**config.mk**
```make
export PLATFORM = sky130hd
export DESIGN_NAME = ftl_regs
export DESIGN_NICKNAME = d
export VERILOG_FILES = /design/src/ftl_pkg.sv /design/src/ftl_tach.sv /design/src/ftl_regs.sv
export SDC_FILE = /design/constraint.sdc
export NUM_CORES = 1
export LEC_CHECK = 0
export ABC_AREA = 0
export BUFFER_PORTS_ARGS = -buffer_cell sky130_fd_sc_hd__buf_2
export CAP_MARGIN = 15
export CORE_MARGIN = 1
export CORE_UTILIZATION = 55
export DETAILED_ROUTE_END_ITERATION = 10
export GPL_ROUTABILITY_DRIVEN = 0
export PLACE_DENSITY_LB_ADDON = 0.15
export SLEW_MARGIN = 0
export SYNTH_ARGS = -nofsm -noshare
export SYNTH_HDL_FRONTEND = slang
export SYNTH_HIERARCHICAL = 1
export SYNTH_SLANG_ARGS = --single-unit
export TNS_END_PERCENT = 20
```
**constraint.sdc**
```tcl
create_clock -name pclk -period 5.1 [get_ports pclk]
set_clock_uncertainty 0.1 [all_clocks]
set_input_delay 0.51 -clock pclk [delete_from_list [all_inputs] [get_ports pclk]]
set_output_delay 0.51 -clock pclk [all_outputs]
set_load 0.03 [all_outputs]
```
**src/ftl_pkg.sv**
```systemverilog
// Constants, register indices and carrier types for the fan tach / LED bank.
// Assumes a 40 MHz pclk; all users refer to names as ftl_pkg::name.
`default_nettype none
package ftl_pkg;
   // ************************************************************
   // Timing
   // ************************************************************
   localparam int unsigned CLK_PERIOD_NS = 25;
   // Base tach count clock period, value is a plain default
   localparam int unsigned FAN_TICK_NS = 25000;
   localparam int unsigned FAN_TICK_CYCLES =
      (FAN_TICK_NS + CLK_PERIOD_NS - 1) / CLK_PERIOD_NS;
   localparam int unsigned LED_HALF_MS = 500;
   localparam int unsigned NS_PER_MS = 1000000;
   localparam int unsigned LED_HALF_CYCLES =
      LED_HALF_MS * (NS_PER_MS / CLK_PERIOD_NS);

   // ************************************************************
   // Register indices (byte address is four times the index)
   // ************************************************************
   localparam logic [7:0] IDX_FAN_DIV = 8'h58;
   localparam logic [7:0] IDX_TACH_1 = 8'h59;
   localparam logic [7:0] IDX_TACH_2 = 8'h5A;
   localparam logic [7:0] IDX_PRE_1 = 8'h5B;
   localparam logic [7:0] IDX_PRE_2 = 8'h5C;
   localparam logic [7:0] IDX_LED_1 = 8'h5D;
   localparam logic [7:0] IDX_LED_2 = 8'h5E;
   localparam logic [7:0] IDX_SCAN = 8'h5F;
   localparam logic [7:0] IDX_RSV_LO = 8'h60;
   localparam logic [7:0] IDX_RSV_HI = 8'h7F;
   localparam int IDX_LSB = 2;
   localparam int IDX_MSB = 9;

   // ************************************************************
   // Fields and reset values
   // ************************************************************
   localparam logic [7:0] RST_ZERO = 8'h00;
   localparam logic [1:0] DIV_RESET = 2'h1;
   localparam int DIV1_LSB = 4;
   localparam int DIV2_LSB = 6;
   localparam logic [7:0] CNT_MAX = 8'hFF;
   localparam logic [1:0] LED_OFF = 2'h0;
   localparam logic [1:0] LED_FAST = 2'h1;
   localparam logic [1:0] LED_SLOW = 2'h2;
   localparam logic [1:0] LED_ON = 2'h3;

   // ************************************************************
   // Carrier types
   // ************************************************************
   typedef struct packed {
      logic load;
      logic [1:0] div;
      logic [7:0] preload;
   } ftl_tach_ctrl_type;

   typedef enum logic [1:0] {
      FTL_IDLE,
      FTL_ACCESS
   } ftl_bus_state_type;
endpackage
`default_nettype wire

```
**src/ftl_tach.sv**
```systemverilog
// One fan tachometer channel: scaled tick counter and latched result.
// Assumes the fan pulse input is synchronous to pclk.
`timescale 1ns/100ps
`default_nettype none
module ftl_tach #(
   parameter int unsigned TICK_CYCLES = ftl_pkg::FAN_TICK_CYCLES
) (
   input wire logic pclk,
   input wire logic presetn,
   input wire ftl_pkg::ftl_tach_ctrl_type ctrl,
   input wire logic fan_pulse,
   output logic [7:0] result
);
   localparam int TW = (TICK_CYCLES > 2) ? $clog2(TICK_CYCLES) : 1;
   localparam logic [TW-1:0] TICK_LAST = TW'(TICK_CYCLES - 1);

   if (TICK_CYCLES < 2) begin : g_tick_guard
      $error("TICK_CYCLES must be at least 2");
   end

   logic [TW-1:0] tick_cnt_q, tick_cnt_d;
   logic [2:0] pre_q, pre_d;
   logic [7:0] cnt_q, cnt_d;
   logic [7:0] result_q, result_d;
   logic pulse_q;
   logic tick, step, rise;
   logic [2:0] mask;

   // ************************************************************
   // Next state
   // ************************************************************
   always_comb begin
      tick = (tick_cnt_q == TICK_LAST);
      tick_cnt_d = tick ? '0 : tick_cnt_q + 1'b1;
      mask = 3'((4'h1 << ctrl.div) - 4'h1);
      step = tick && ((pre_q & mask) == mask);
      pre_d = tick ? pre_q + 3'h1 : pre_q;
      rise = fan_pulse && !pulse_q;
      result_d = rise ? cnt_q : result_q;
      cnt_d = cnt_q;
      if (ctrl.load) begin
         cnt_d = ctrl.preload;
         pre_d = '0;
      end else if (rise) begin
         cnt_d = ctrl.preload;
      end else if (step && cnt_q != ftl_pkg::CNT_MAX) begin
         cnt_d = cnt_q + 8'h01;
      end
   end

   always_ff @(posedge pclk or negedge presetn) begin
      if (!presetn) begin
         tick_cnt_q <= '0;
         pre_q <= '0;
         cnt_q <= ftl_pkg::RST_ZERO;
         result_q <= ftl_pkg::RST_ZERO;
         pulse_q <= 1'b0;
      end else begin
         tick_cnt_q <= tick_cnt_d;
         pre_q <= pre_d;
         cnt_q <= cnt_d;
         result_q <= result_d;
         pulse_q <= fan_pulse;
      end
   end

   assign result = result_q;

   // ************************************************************
   // Checks
   // ************************************************************
   chk_result_latch: assert property (
      @(posedge pclk) disable iff (!presetn)
      rise |=> result_q == $past(cnt_q))
      else $error("result not latched from count on pulse edge");

   chk_preload_reset: assert property (
      @(posedge pclk) disable iff (!presetn)
      ctrl.load |=> cnt_q == $past(ctrl.preload))
      else $error("preload write did not reset the count");

   chk_count_sat: assert property (
      @(posedge pclk) disable iff (!presetn)
      (cnt_q == ftl_pkg::CNT_MAX && !rise && !ctrl.load)
      |=> cnt_q == ftl_pkg::CNT_MAX)
      else $error("count wrapped instead of saturating");

   chk_count_step: assert property (
      @(posedge pclk) disable iff (!presetn)
      (step && !rise && !ctrl.load && cnt_q != ftl_pkg::CNT_MAX)
      |=> cnt_q == $past(cnt_q) + 8'h01)
      else $error("count did not advance on a scaled tick");

   chk_div_spacing: assert property (
      @(posedge pclk) disable iff (!presetn)
      (step && ctrl.div == 2'h3) |=> (!step || ctrl.div != 2'h3) [*7])
      else $error("divide by eight stepped too soon");
endmodule
`default_nettype wire

```
**src/ftl_regs.sv**
```systemverilog
// Runtime register bank: two fan tach channels, two LEDs, scan-code hold.
// Assumes an APB master on pclk; fan pulses synchronous to pclk.
//
// How it works
// - Each fan channel reads an 8-bit tick count per fan pulse.
// - Result holds final count of previous pulse, latched at its end.
// - Each channel has an 8-bit read/write preload start value.
// - Writing a channel preload resets its running count at once.
// - LED field bits 1:0: 00 off, 11 on, 01 blinks 0.5 s on/off.
// - LED code 10 blinks 0.5 s lit, 1.5 s dark.
// - Scan-code register is 8-bit read/write, bit 0 least significant.
// - Reads of the reserved span above the scan code return zero.
// - Standby reset clears tach, preload, LED and scan-code registers.
// - Count clock divided by 1, 2, 4 or 8; reset divisor is 2.
//
// The APB slave port was left to the implementer.
`timescale 1ns/100ps
`default_nettype none
module ftl_regs #(
   parameter int unsigned TICK_CYCLES = ftl_pkg::FAN_TICK_CYCLES,
   parameter int unsigned HALF_SEC_CYCLES = ftl_pkg::LED_HALF_CYCLES
) (
   input wire logic pclk,
   input wire logic presetn,
   input wire logic psel,
   input wire logic penable,
   input wire logic pwrite,
   input wire logic [31:0] paddr,
   input wire logic [31:0] pwdata,
   input wire logic [3:0] pstrb,
   output logic [31:0] prdata,
   output logic pready,
   output logic pslverr,
   input wire logic fan_channel_one,
   input wire logic fan_channel_two,
   output logic indicator_one,
   output logic indicator_two
);
   localparam int HW = $clog2(HALF_SEC_CYCLES);
   localparam logic [HW-1:0] HALF_LAST = HW'(HALF_SEC_CYCLES - 1);

   if (HALF_SEC_CYCLES < 2) begin : g_half_guard
      $error("HALF_SEC_CYCLES must be at least 2");
   end

   // ************************************************************
   // Bus slave
   // ************************************************************
   ftl_pkg::ftl_bus_state_type st_q, st_d;
   logic [31:0] prdata_q, prdata_d;
   logic pready_q, pready_d;
   logic pslverr_q, pslverr_d;
   logic [7:0] idx;
   logic in_range, mapped, wr_fire, rd_fire;
   logic [7:0] tach1, tach2;
   logic [7:0] pre1_q, pre1_d, pre2_q, pre2_d, scan_q, scan_d;
   logic [1:0] mode1_q, mode1_d, mode2_q, mode2_d;
   logic [1:0] div1_q, div1_d, div2_q, div2_d;
   logic [7:0] rd_val;

   // Decode is registered in setup so prdata comes from a flop,
   // costing nothing: pready rises in the first access cycle.
   always_comb begin
      idx = paddr[ftl_pkg::IDX_MSB:ftl_pkg::IDX_LSB];
      in_range = (paddr[31:ftl_pkg::IDX_MSB+1] == '0) &&
                 (paddr[ftl_pkg::IDX_LSB-1:0] == '0);
      mapped = in_range && idx >= ftl_pkg::IDX_FAN_DIV &&
               idx <= ftl_pkg::IDX_RSV_HI;
      case (idx)
         ftl_pkg::IDX_FAN_DIV: begin
            rd_val = '0;
            rd_val[ftl_pkg::DIV1_LSB +: 2] = div1_q;
            rd_val[ftl_pkg::DIV2_LSB +: 2] = div2_q;
         end
         ftl_pkg::IDX_TACH_1: rd_val = tach1;
         ftl_pkg::IDX_TACH_2: rd_val = tach2;
         ftl_pkg::IDX_PRE_1: rd_val = pre1_q;
         ftl_pkg::IDX_PRE_2: rd_val = pre2_q;
         ftl_pkg::IDX_LED_1: rd_val = {6'h00, mode1_q};
         ftl_pkg::IDX_LED_2: rd_val = {6'h00, mode2_q};
         ftl_pkg::IDX_SCAN: rd_val = scan_q;
         default: rd_val = '0;
      endcase
      if (!mapped) begin
         rd_val = '0;
      end
      st_d = st_q;
      prdata_d = prdata_q;
      pready_d = 1'b0;
      pslverr_d = 1'b0;
      case (st_q)
         ftl_pkg::FTL_IDLE: begin
            if (psel && !penable) begin
               st_d = ftl_pkg::FTL_ACCESS;
               pready_d = 1'b1;
               pslverr_d = !mapped;
               prdata_d = pwrite ? '0 : {24'h000000, rd_val};
            end
         end
         ftl_pkg::FTL_ACCESS: begin
            st_d = ftl_pkg::FTL_IDLE;
            prdata_d = '0;
         end
         default: st_d = ftl_pkg::FTL_IDLE;
      endcase
      wr_fire = psel && penable && pready_q && pwrite && pstrb[0] &&
                mapped;
      rd_fire = psel && penable && pready_q && !pwrite;
   end

   always_ff @(posedge pclk or negedge presetn) begin
      if (!presetn) begin
         st_q <= ftl_pkg::FTL_IDLE;
         prdata_q <= '0;
         pready_q <= 1'b0;
         pslverr_q <= 1'b0;
      end else begin
         st_q <= st_d;
         prdata_q <= prdata_d;
         pready_q <= pready_d;
         pslverr_q <= pslverr_d;
      end
   end

   // ************************************************************
   // Software registers
   // ************************************************************
   always_comb begin
      pre1_d = pre1_q;
      pre2_d = pre2_q;
      mode1_d = mode1_q;
      mode2_d = mode2_q;
      scan_d = scan_q;
      div1_d = div1_q;
      div2_d = div2_q;
      if (wr_fire) begin
         case (idx)
            ftl_pkg::IDX_FAN_DIV: begin
               div1_d = pwdata[ftl_pkg::DIV1_LSB +: 2];
               div2_d = pwdata[ftl_pkg::DIV2_LSB +: 2];
            end
            ftl_pkg::IDX_PRE_1: pre1_d = pwdata[7:0];
            ftl_pkg::IDX_PRE_2: pre2_d = pwdata[7:0];
            // Reserved bits are dropped, they steer nothing
            ftl_pkg::IDX_LED_1: mode1_d = pwdata[1:0];
            ftl_pkg::IDX_LED_2: mode2_d = pwdata[1:0];
            ftl_pkg::IDX_SCAN: scan_d = pwdata[7:0];
            default: scan_d = scan_q;
         endcase
      end
   end

   always_ff @(posedge pclk or negedge presetn) begin
      if (!presetn) begin
         pre1_q <= ftl_pkg::RST_ZERO;
         pre2_q <= ftl_pkg::RST_ZERO;
         scan_q <= ftl_pkg::RST_ZERO;
         mode1_q <= ftl_pkg::LED_OFF;
         mode2_q <= ftl_pkg::LED_OFF;
         div1_q <= ftl_pkg::DIV_RESET;
         div2_q <= ftl_pkg::DIV_RESET;
      end else begin
         pre1_q <= pre1_d;
         pre2_q <= pre2_d;
         scan_q <= scan_d;
         mode1_q <= mode1_d;
         mode2_q <= mode2_d;
         div1_q <= div1_d;
         div2_q <= div2_d;
      end
   end

   // ************************************************************
   // Tach channels
   // ************************************************************
   ftl_pkg::ftl_tach_ctrl_type ctrl1, ctrl2;
   logic ld1, ld2;

   always_comb begin
      ld1 = wr_fire && idx == ftl_pkg::IDX_PRE_1;
      ld2 = wr_fire && idx == ftl_pkg::IDX_PRE_2;
      // New preload is taken straight from the bus on the write
      ctrl1 = '{load: ld1, div: div1_q,
                preload: ld1 ? pwdata[7:0] : pre1_q};
      ctrl2 = '{load: ld2, div: div2_q,
                preload: ld2 ? pwdata[7:0] : pre2_q};
   end

   ftl_tach #(.TICK_CYCLES(TICK_CYCLES)) u_tach_one (
      .pclk(pclk),
      .presetn(presetn),
      .ctrl(ctrl1),
      .fan_pulse(fan_channel_one),
      .result(tach1)
   );

   ftl_tach #(.TICK_CYCLES(TICK_CYCLES)) u_tach_two (
      .pclk(pclk),
      .presetn(presetn),
      .ctrl(ctrl2),
      .fan_pulse(fan_channel_two),
      .result(tach2)
   );

   // ************************************************************
   // Indicators
   // ************************************************************
   // One half-second divider serves both LEDs so they blink in step.
   logic [HW-1:0] half_q, half_d;
   logic [1:0] phase_q, phase_d;
   logic ind1_q, ind1_d, ind2_q, ind2_d;

   function automatic logic led_level(input logic [1:0] mode,
                                      input logic [1:0] ph);
      logic lit;
      lit = 1'b0;
      case (mode)
         ftl_pkg::LED_OFF: lit = 1'b0;
         ftl_pkg::LED_FAST: lit = !ph[0];
         ftl_pkg::LED_SLOW: lit = (ph == 2'h0);
         ftl_pkg::LED_ON: lit = 1'b1;
         default: lit = 1'b0;
      endcase
      return lit;
   endfunction

   always_comb begin
      half_d = (half_q == HALF_LAST) ? '0 : half_q + 1'b1;
      phase_d = (half_q == HALF_LAST) ? phase_q + 2'h1 : phase_q;
      ind1_d = led_level(mode1_q, phase_q);
      ind2_d = led_level(mode2_q, phase_q);
   end

   always_ff @(posedge pclk or negedge presetn) begin
      if (!presetn) begin
         half_q <= '0;
         phase_q <= 2'h0;
         ind1_q <= 1'b0;
         ind2_q <= 1'b0;
      end else begin
         half_q <= half_d;
         phase_q <= phase_d;
         ind1_q <= ind1_d;
         ind2_q <= ind2_d;
      end
   end

   assign prdata = prdata_q;
   assign pready = pready_q;
   assign pslverr = pslverr_q;
   assign indicator_one = ind1_q;
   assign indicator_two = ind2_q;

   // ************************************************************
   // Checks
   // ************************************************************
   chk_led_off: assert property (
      @(posedge pclk) disable iff (!presetn)
      mode1_q == ftl_pkg::LED_OFF |=> !indicator_one)
      else $error("indicator lit while off");

   chk_led_on: assert property (
      @(posedge pclk) disable iff (!presetn)
      mode2_q == ftl_pkg::LED_ON |=> indicator_two)
      else $error("indicator dark while on");

   chk_led_quarter: assert property (
      @(posedge pclk) disable iff (!presetn)
      (mode1_q == ftl_pkg::LED_SLOW && phase_q != 2'h0) |=> !indicator_one)
      else $error("slow blink lit outside its quarter");

   chk_reserved_read: assert property (
      @(posedge pclk) disable iff (!presetn)
      (rd_fire && in_range && idx >= ftl_pkg::IDX_RSV_LO &&
       idx <= ftl_pkg::IDX_RSV_HI) |-> prdata == '0)
      else $error("reserved span read non-zero");

   chk_scan_write: assert property (
      @(posedge pclk) disable iff (!presetn)
      (wr_fire && idx == ftl_pkg::IDX_SCAN)
      |=> scan_q == $past(pwdata[7:0]))
      else $error("scan code write not stored");

   chk_ready_pulse: assert property (
      @(posedge pclk) disable iff (!presetn)
      pready |=> !pready)
      else $error("pready held for two cycles");
endmodule
`default_nettype wire

```
[Word-level counts from Yosys, hierarchy flattened]
Index checks and enable logic that the tools add are counted.
Word-level totals
  word-level logic and storage cells: 132
  bits of input ports: 75
  register bits after elaboration: 157
Operators by class
  reductions and logical operators: 40
  eq/ne operators: 23
  bitwise operators: 2
  muxes and demuxes: 28
  add/subtract/negate cells: 10
  $lt $le $gt $ge: 2
  shifts and indexed selects: 2
Operator list (number)
  8-bit two-way mux: 10
  8-bit by 7-bit equality test with 1-bit output, second input constant: 8
  32-bit one-hot mux with 2 select lines: 1
  8-bit one-hot mux with 8 select lines: 1
  32-bit two-way mux: 1
  25-bit by 1-bit adder with 25-bit output, second input constant: 1
  25-bit equality test, second input constant: 1
  25-bit two-way mux: 1
  22-bit zero test: 1
  10-bit by 1-bit adder with 10-bit output, second input constant: 2
  10-bit equality test, second input constant: 2
  10-bit two-way mux: 2
  1-bit logical AND: 17
  8-bit by 1-bit adder with 8-bit output, second input constant: 2
  8-bit != test, second input constant: 2
  2-bit AND reduction: 7
  3-bit two-way mux: 4
  2-bit zero test: 5
  2-bit equality test, second input constant: 4
  8-bit by 7-bit greater-or-equal comparator with 1-bit output, second input constant: 1
  8-bit by 7-bit less-or-equal comparator with 1-bit output, second input constant: 1
  1-bit one-hot mux with 4 select lines: 2
  3-bit by 1-bit adder with 3-bit output, second input constant: 2
  3-bit bitwise AND: 2
  other kinds (11): 27

[Depth between registers and ports, before layout]
Gate-level depths: netlist of the first run.
  depth in word-level cells: 9
  gate-level depth with buffers: 9
  gate-level depth less buffers: 7

[By module]
Netlist of the first run, hierarchy kept.
By module, submodules not included
  ftl_regs: times used 1, cells an instance 363, sequential area each 1804.2 µm², area each 4160.2 µm²
  ftl_tach: times used 2, cells an instance 136, sequential area each 750.7 µm², area each 1486.4 µm²

[Worst setup path after synthesis of the first run]
No wires, ideal clock.
  kind: input port to flip-flop
  from: input paddr[21]
  to: register u_tach_one.cnt_q[4]
  stages on the path: 7
  arrival: 2.318 ns
  path buffers: 2
  path slack: 2.550 ns
  cells stage by stage: nor4_4 > nand4_4 > nor4_4 > buf_6 > nand2b_1 > clkbuf_1 > o21ai_1
RTL lines
  start: declaration: RTL line ftl_regs.sv:28  | input wire logic [31:0] paddr,
  end signal: assignment: RTL line ftl_tach.sv:55  | cnt_q <= ftl_pkg::RST_ZERO;
  end signal: assignment: RTL line ftl_tach.sv:61  | cnt_q <= cnt_d;
  end: declaration: RTL line ftl_tach.sv:23  | logic [7:0] cnt_q, cnt_d;

[Worst setup path in the final report of the first run]
  from: input paddr[9]
  to: register u_tach_one.cnt_q[5]
Between the ends
  word-level cells in the longest chain between the ends: 8
  elaborated cells between the ends (all ways): 11
  those cells by class: order compare (2); eq/ne (1); mux (3); reduce/logical (5)
Ends and longest elaborated chain
  8-bit by 7-bit greater-or-equal comparator with 1-bit output: RTL line ftl_regs.sv:67  | mapped = in_range && idx >= ftl_pkg::IDX_FAN_DIV &&
  1-bit logical AND (2 in series): RTL line ftl_regs.sv:67
  1-bit logical AND: RTL line ftl_regs.sv:106  | wr_fire = psel && penable && pready_q && pwrite && pstrb[0] &&
  1-bit logical AND *: RTL line ftl_regs.sv:180  | ld1 = wr_fire && idx == ftl_pkg::IDX_PRE_1;
  8-bit two-way mux: RTL line ftl_regs.sv:184  | preload: ld1 ? pwdata[7:0] : pre1_q};
  8-bit two-way mux: RTL line ftl_tach.sv:44  | end else if (rise) begin
  8-bit two-way mux: RTL line ftl_tach.sv:41  | if (ctrl.load) begin
Mark *: on every way between the ends. The rest lies on a longest branch, timed or not.
A chain may end at the register's enable or synchronous reset.

==> summary.txt, run 1 <==
Pwr
  – Leakage: 3.78 nW
  – Power Internal: 1.83 mW
  – Pwr Total: 2.35 mW
  – Sequential share of power: between 40 and 50%
  – Comb pwr share: 4.8%
  – Sw frac: 22.0%
  – Sw Pwr: 518 uW
  – Maximum VDD drop: 0.167 mV
  – Clock share of power: ~50%
  – PD cells: roughly 290 mW/mm^2

Cells and area
  – Post-layout instance area: 0.00810 sq mm
  – Layout area overhead: 13.5%
  – Non-filler instance count after layout: 885
  – Final Util: 64.2%
  – Layout cells sized above 1: 27.8%
  – # nets final: between 700 and 800
  – N_diodes: 0

Clocking
  – CTS clk-pin slew, worst paths: 0.05 ns
  – Clock buffer depth: 2
  – CTS tree: yes
  – CTS Buf Count: 17
  – Latest clock arrival within the worst-skew pair: 0.42 ns
  – Root buffer cell: clkbuf_16
  – H-tree depth: 4
  – TritonCTS Sinks: 132
  – Buffers inserted by post-CTS timing repair: 0

Synthesis
  – Netlist cell types: 62
  – Post-Syn Instances: around 640
  – Post-Syn Area: 0.00713 sq mm
  – Avg Cell Area, Syn: around 11 sq um
  – Synth Area in Compound Gates: ~7%
  – Simple-Gate Fraction of Synth Area: 21.9%
  – FF+latch count, synth: 132
  – Multiplexer share of the synthesized area: 13.1%
  – Number of enable flip-flop cells after synthesis: 0
  – Xor and xnor area share after synthesis: 5.77%
  – Main combinational cell family by area after synthesis: simple AND/OR/NAND/NOR gates
  – Post-Synth Adder-Cell Area: around 1.4%
  – Synth warnings: 6
  – Sequential-to-total area share from yosys stat: between 40% and 50%
  – Synth Flop Type: dfrtp_1
  – Post-synth ARST share: 100%

GRT
  – Antenna violations before repair: 0
  – Pin count of the biggest net entering global routing: 57
  – First-pass GRT wire length: 24700 microns
  – All-Layer GR Usage: 24.1%
  – Grt ovf: 0
  – Vias in the first global route: about 5100

Hold path
  – Hold/Removal Path Class: input port to flip-flop
  – Hold path start: fan_channel_one
  – Worst hold stages: 1

Critical path
  – Crit. Startpoint: paddr[9]
  – Worst-case reg-to-reg path depth: 8
  – CP max FO: 17
  – Worst path required time: 5.29 ns
  – RR Startpoint: pready$_DFF_PN0_
  – Critical path launch point type: input port
  – Critical Path AT: between 3 and 4 ns
  – WS Path Type: input port to flip-flop
  – Kind of end point of the critical path: flip-flop

Route
  – Vias/cell: 5.66
  – Post-DRT Antenna Nets: 0
  – DR iter-0 viols: between 200 and 300
  – WL final: around 15000 microns
  – Routed via count: 5007
  – DR DRC count: 0
  – Drt wl/cell: approximately 17 microns
  – First-pass DRT Iterations: 4

Floorplan
  – I/O pin count: 111
  – Die Span Y: 116 microns
  – Row count: 41
  – Core area: 0.0126 sq mm
  – Starting density of the core: 56.5%
  – Die width: 116 microns
  – Die area: 0.0134 sq mm

Timing
  – Final WS setup: 2.20 ns
  – FMAX: 0.345 GHz
  – Hold Slack: 0.120 ns
  – Final setup viols: 0
  – Slew @ Worst Pin: about 0.78 ns
  – Min Tclk post-route: 2.90 ns
  – RSZ-0062 raised after global routing: false
  – Hold Vio Cnt, Final: 0
  – Fin Setup TNS: 0 ns
  – Max-slew violations: 0
  – Rel. slew slack: 47.9%
  – Final worst path period share: 56.8%

Placement
  – Instance area after placement: between 0.007 and 0.008 sq mm
  – Pre-CTS WS: about 1.8 ns
  – Placed cell count: 852
  – IO buf count: 59
  – Post-DP HPWL: 10600 microns

Flow run
  – Max-Cap Viols: 0

Status
  – Outcome: completed
synth_stat cells (8+ instances only):
master,count,area (sq um)
inv_1,13,48.8
nor2b_1,9,56.3
o21ai_1,14,70.1
nand3_1,29,145
clkbuf_1,13,48.8
and3_1,10,62.6
ha_1,8,100
nor2_1,44,165
mux2_2,57,642
xor2_1,25,219
dfrtp_1,130,3250
nor4_1,13,81.3
mux2_4,10,150
nand4_1,21,131
xnor2_1,22,193
buf_4,24,180
mux2i_1,14,140
o21ai_0,13,65.1
nand2_1,49,184
critical path: stages:
cell and delay, ns:
buf_2 0.12, nand4b_4 0.23, or2_1 0.40, nor4_4 0.73
buf_4 0.30, nand2b_1 0.49, inv_1 0.10, o211ai_1 0.11
nand3_1 0.09
path summary, 6_finish.rpt:
path | to | slack, ns
worst max register to register | u_tach_one/cnt_q[5]$_DFFE_PN0P_ | 2.35
worst max-delay path | u_tach_one/cnt_q[5]$_DFFE_PN0P_ | 2.20
max in group asynchronous | half_q[24]$_DFF_PN0_ | 3.27
worst min register to register | st_q[0]$_DFFE_PN0P_ | 0.36
worst min-delay path | u_tach_one/pulse_q$_DFF_PN0_ | 0.12
min in group asynchronous | prdata[3]$_DFFE_PN0P_ | 0.53
layer usage:
| metal | part of all wire [%] | GRT usage (%) |
|---|---|---|
| met5 | 0 | 0 |
| met4 | 1.6 | 9.06 |
| met3 | 4.2 | 4.65 |
| met2 | 49 | 39.5 |
| met1 | 45 | 31.8 |
final cells by class:
cell class | instances | area [sq um]
Tap cell | 172 | 215
Timing Repair Buffer | 66 | 353
Clock inverter | 9 | 103
Multi-Input combinational cell | 470 | 3590
Inverter | 13 | 48.8
Fill cell | 1004 | 4520
Clock buffer | 23 | 478
Sequential cell | 132 | 3310
power by group through the flow:
stage / sequential, mW / clock (mW) / combinational (mW)
after floorplan: 1.07 / 0 / 0.0681
after global placement: 1.07 / 0 / 0.111
after detailed placement: 1.07 / 0 / 0.113
after CTS: 1.05 / 1.21 / 0.115
after global routing: 1.05 / 1.26 / 0.126
final: 1.05 / 1.18 / 0.113
cell families after synthesis:
family,count (synthesis)
AOI/OAI and AO/OA,69
other,1
DFF,132
buffers and inverters,56
xor gates and xnor gates,47
and+or+nand+nor,241
adders and majority gates,8
muxes,81
what timing repair did:
action | in CTS | in global routing
gates resized for setup | 0 | 0
hold buffers | 1 | 0
hold endpoints to repair | 37 | 0
endpoints found under the setup margin | 0 | 0
sequential cells by signal, indices dropped and copies added (netlist names), 2 cells and up:
signal / flops
half_q: 25
u_tach_one/tick_cnt_q: 10
u_tach_two/tick_cnt_q: 10
prdata: 8
pre1_q: 8
pre2_q: 8
scan_q: 8
u_tach_one/cnt_q: 8
u_tach_one/result: 8
u_tach_two/cnt_q: 8
u_tach_two/result: 8
u_tach_one/pre_q: 3
u_tach_two/pre_q: 3
div1_q: 2
div2_q: 2
mode1_q: 2
mode2_q: 2
phase_q: 2
layout by cell type, fill, tap and decap left out, types with 9 or more instances in the layout:
cell,Yosys,final
and3_1,10,10
buf_2,3,58
clkbuf_16,0,17
conb_1,1,24
dfrtp_1,130,130
inv_1,13,13
mux2_2,57,57
mux2_4,10,10
mux2i_1,14,14
nand2_1,49,49
nand3_1,29,29
nand4_1,21,21
nor2_1,44,44
nor2b_1,9,9
nor4_1,13,13
o21ai_0,13,13
o21ai_1,14,14
xnor2_1,22,22
xor2_1,25,25
Power figures use the tool's default switching activity.
==> inputs of run 2 (changes only) <==
--- a/config.mk
+++ b/config.mk
@@ -9,7 +9,7 @@
 export BUFFER_PORTS_ARGS = -buffer_cell sky130_fd_sc_hd__buf_2
 export CAP_MARGIN = 15
 export CORE_MARGIN = 1
-export CORE_UTILIZATION = 55
+export CORE_UTILIZATION = 52
 export DETAILED_ROUTE_END_ITERATION = 10
 export GPL_ROUTABILITY_DRIVEN = 0
 export PLACE_DENSITY_LB_ADDON = 0.15
==> constraint.sdc (replaced) <==
create_clock -name pclk -period 2.4 [get_ports pclk]
set_clock_uncertainty 0.1 [all_clocks]
set_input_delay 0.24 -clock pclk [delete_from_list [all_inputs] [get_ports pclk]]
set_output_delay 0.24 -clock pclk [all_outputs]
set_load 0.03 [all_outputs]
==> summary.txt, run 2 (synthesized netlist as in run 1, its figures left out) <==
Cells and area
  – Layout area overhead: 17.5%
  – Commonest non-fill, non-tap cell in the layout: dfrtp_1
  – Layout cells sized above 1: 29.6% (+1.8 points)
  – N_diodes: 0 (unchanged)
  – Most frequent cells in the layout: 130 x dfrtp_1, 58 x buf_2, 57 x mux2_2
  – Max reg flops: 25 (unchanged)
  – Top flop regs: half_q (25), u_tach_one/tick_cnt_q (10), u_tach_two/tick_cnt_q (10)
  – # fillers: 1061 (+5.7%)
  – Non-filler instance count after layout: 912 (+3.1%)
  – Largest Register: half_q
  – # nets final: 806 (+2.9%)

Hold path
  – Hold path start: pwdata[5]
  – Hold path endpoint: div1_q[1]$_DFFE_PN0P_
  – Worst hold stages: 2 (+1)
  – Hold/Removal Path Class: input port to flip-flop

Clocking
  – Clock buffer depth: 2 (unchanged)
  – CTS Buf Count: 17 (unchanged)
  – CTS tree: yes
  – TritonCTS Sinks: 132 (unchanged)
  – Buffers inserted by post-CTS timing repair: 0 (unchanged)
  – H-tree depth: 4 (unchanged)
  – Root buffer cell: clkbuf_16
  – Cts repair resizes: 0 (unchanged)
  – CTS clk-pin slew, worst paths: 0.06 ns (about the same)
  – Latest clock arrival within the worst-skew pair: 0.42 ns (about the same)
  – Hold buffers post-CTS: 6 (+5)

Route
  – Routed via count: 5114 (+2.1%)
  – WL final: 14900 microns (+1.3%)
  – First-pass DRT Iterations: 4 (unchanged)
  – DR DRC count: 0 (unchanged)
  – Drt wl/cell: 16.4 microns (-1.7%)
  – DR iter-0 viols: 350 (+29%)
  – Vias/cell: 5.61 (-0.89%)
  – Post-DRT Antenna Nets: 0 (unchanged)

Timing
  – Max-slew violations: 0 (unchanged)
  – Final setup viols: 0 (unchanged)
  – Slew @ Worst Pin: 0.703 ns (-0.0724 ns)
  – RSZ-0062 raised after global routing: false
  – Min Tclk post-route: 2.27 ns
  – Final worst path period share: 94.5%
  – Final WS setup: 0.133 ns (-2.07 ns)
  – FMAX: 0.441 GHz
  – Rel. slew slack: 53.2% (+5.3 points)
  – Hold Slack: 0.0253 ns (-0.0949 ns)
  – Fin Setup TNS: 0 ns (unchanged)
  – Hold Vio Cnt, Final: 0 (unchanged)

Critical path
  – R2R Setup Slk: 0.20 ns (-2.15 ns)
  – RR Endpoint: phase_q[1]$_DFFE_PN0N_
  – Critical Path AT: 2.52 ns (-0.57 ns)
  – Kind of end point of the critical path: flip-flop
  – Worst path required time: 2.65 ns (-2.64 ns)
  – RR Startpoint: half_q[0]$_DFF_PN0_
  – Critical-path top delay cell: dlygate4sd3_1
  – Buf/Inv on CP: 4 (+1)
  – WS Path Type: input port to flip-flop
  – Top Family by Delay on Critical Path: simple AND/OR/NAND/NOR gates
  – Cell mode on critical path: buf_4
  – Critical path launch point type: input port
  – Worst-case reg-to-reg path depth: 5 (-3)
  – Number of cells on the critical path: 10 (+1)
  – CP max stage delay: 0.52 ns (-0.21 ns)
  – Worst path cell trace: dlygate4sd3_1 > buf_2 > and4_1 > nand4_1 > nor4_1 > buf_4 > nand2b_1 > buf_4 > nand2_1 > nand3_1
  – CP max FO: 7 (-10)

Floorplan
  – Die width: 119 microns (+2.8%)
  – Core area: 0.0133 sq mm (+5.4%)
  – I/O pin count: 111 (unchanged)
  – Die area: 0.0142 sq mm (+5.7%)
  – Starting density of the core: 53.7% (-2.9 points)
  – Die Span Y: 119 microns (+2.8%)
  – Row count: 42 (+2.4%)

GRT
  – Antenna violations before repair: 0 (unchanged)
  – Grt ovf: 0 (unchanged)
  – First-pass GRT wire length: 25500 microns (+3.2%)
  – Pin count of the biggest net entering global routing: 133 (+130%)
  – Vias in the first global route: 5129 (+1.4%)
  – All-Layer GR Usage: 23.0% (-1.1 points)

Placement
  – Pre-CTS WS: -0.0477 ns (-1.83 ns)
  – IO buf count: 59 (unchanged)
  – Placed cell count: 874 (+2.6%)
  – Post-DP HPWL: 10600 microns (-0.29%)

Pwr
  – Leakage: 3.93 nW (+4.0%)
  – Maximum VDD drop: 0.861 mV (+420%)
  – PD cells: 626 mW/mm^2 (+120%)

Flow run
  – Max-Cap Viols: 0 (unchanged)

Status
  – Outcome: completed
run 2: changes by cell type in the layout (fill, tap and decap cells not counted):
cell | before | now
clkinv_2 | 4 | 3
inv_6 | 0 | 1
dlygate4sd3_1 | 1 | 6
clkbuf_8 | 3 | 2
buf_4 | 7 | 22
clkinv_4 | 0 | 2
bufinv_16 | 2 | 4
clkinvlp_4 | 3 | 2
clkbuf_1 | 3 | 1
buf_12 | 0 | 3
run 2: where the power goes:
group	switching [mW]	internal [mW]
Clock	0.955	1.79
Sequential	0.00160	2.23
Combinational	0.186	0.0764
Total	1.14	4.10
run 2: area by class of cell:
type	instances	area [sq um]	share of cell area (%)
Multi-Input combinational cell	470	3590	42.9
Sequential cell	132	3310	39.5
Timing Repair Buffer	89	576	6.87
Clock buffer	20	457	5.45
Tap cell	176	220	2.63
Clock inverter	12	176	2.11
Inverter	13	48.8	0.582
run 2: worst reg2reg max path: stages (launching register included):
cell and delay [ns]:
dfrtp_1 0.39, ha_1 0.24, and4_1 0.24, nand4_1 0.21
nor4_2 0.51, mux2_2 0.39
run 2: metrics by stage:
stage                     total power, mW  utilization, %  area (sq um)
after floorplan                      2.42               -          7220
after global placement               2.52            57.8          7680
after detailed placement             2.53            57.8          7680
after CTS                            5.30            63.0          8380
after global routing                 5.41            63.0          8380
final                                5.24            63.0          8380
run 2: worst max path at each step:
stage                                start                              end  slack [ns]
after floorplan           pready$_DFF_PN0_  u_tach_one/cnt_q[4]$_DFFE_PN0P_        0.11
after global placement           paddr[31]  u_tach_two/cnt_q[6]$_DFFE_PN0P_        0.02
after detailed placement         paddr[21]  u_tach_two/cnt_q[5]$_DFFE_PN0P_       -0.05
after CTS                          penable            div1_q[1]$_DFFE_PN0P_        0.14
after global routing               penable  u_tach_two/cnt_q[5]$_DFFE_PN0P_        0.02
final                              penable  u_tach_two/cnt_q[5]$_DFFE_PN0P_        0.13
run 2: layer usage:
layer,global-route usage [%],part of all wire [%],vias up
li1,-,-,2440
met1,31.6,47,2530
met2,35.9,47,117
met5,0,0,-
met3,4.74,3.6,27
met4,8.86,1.9,0
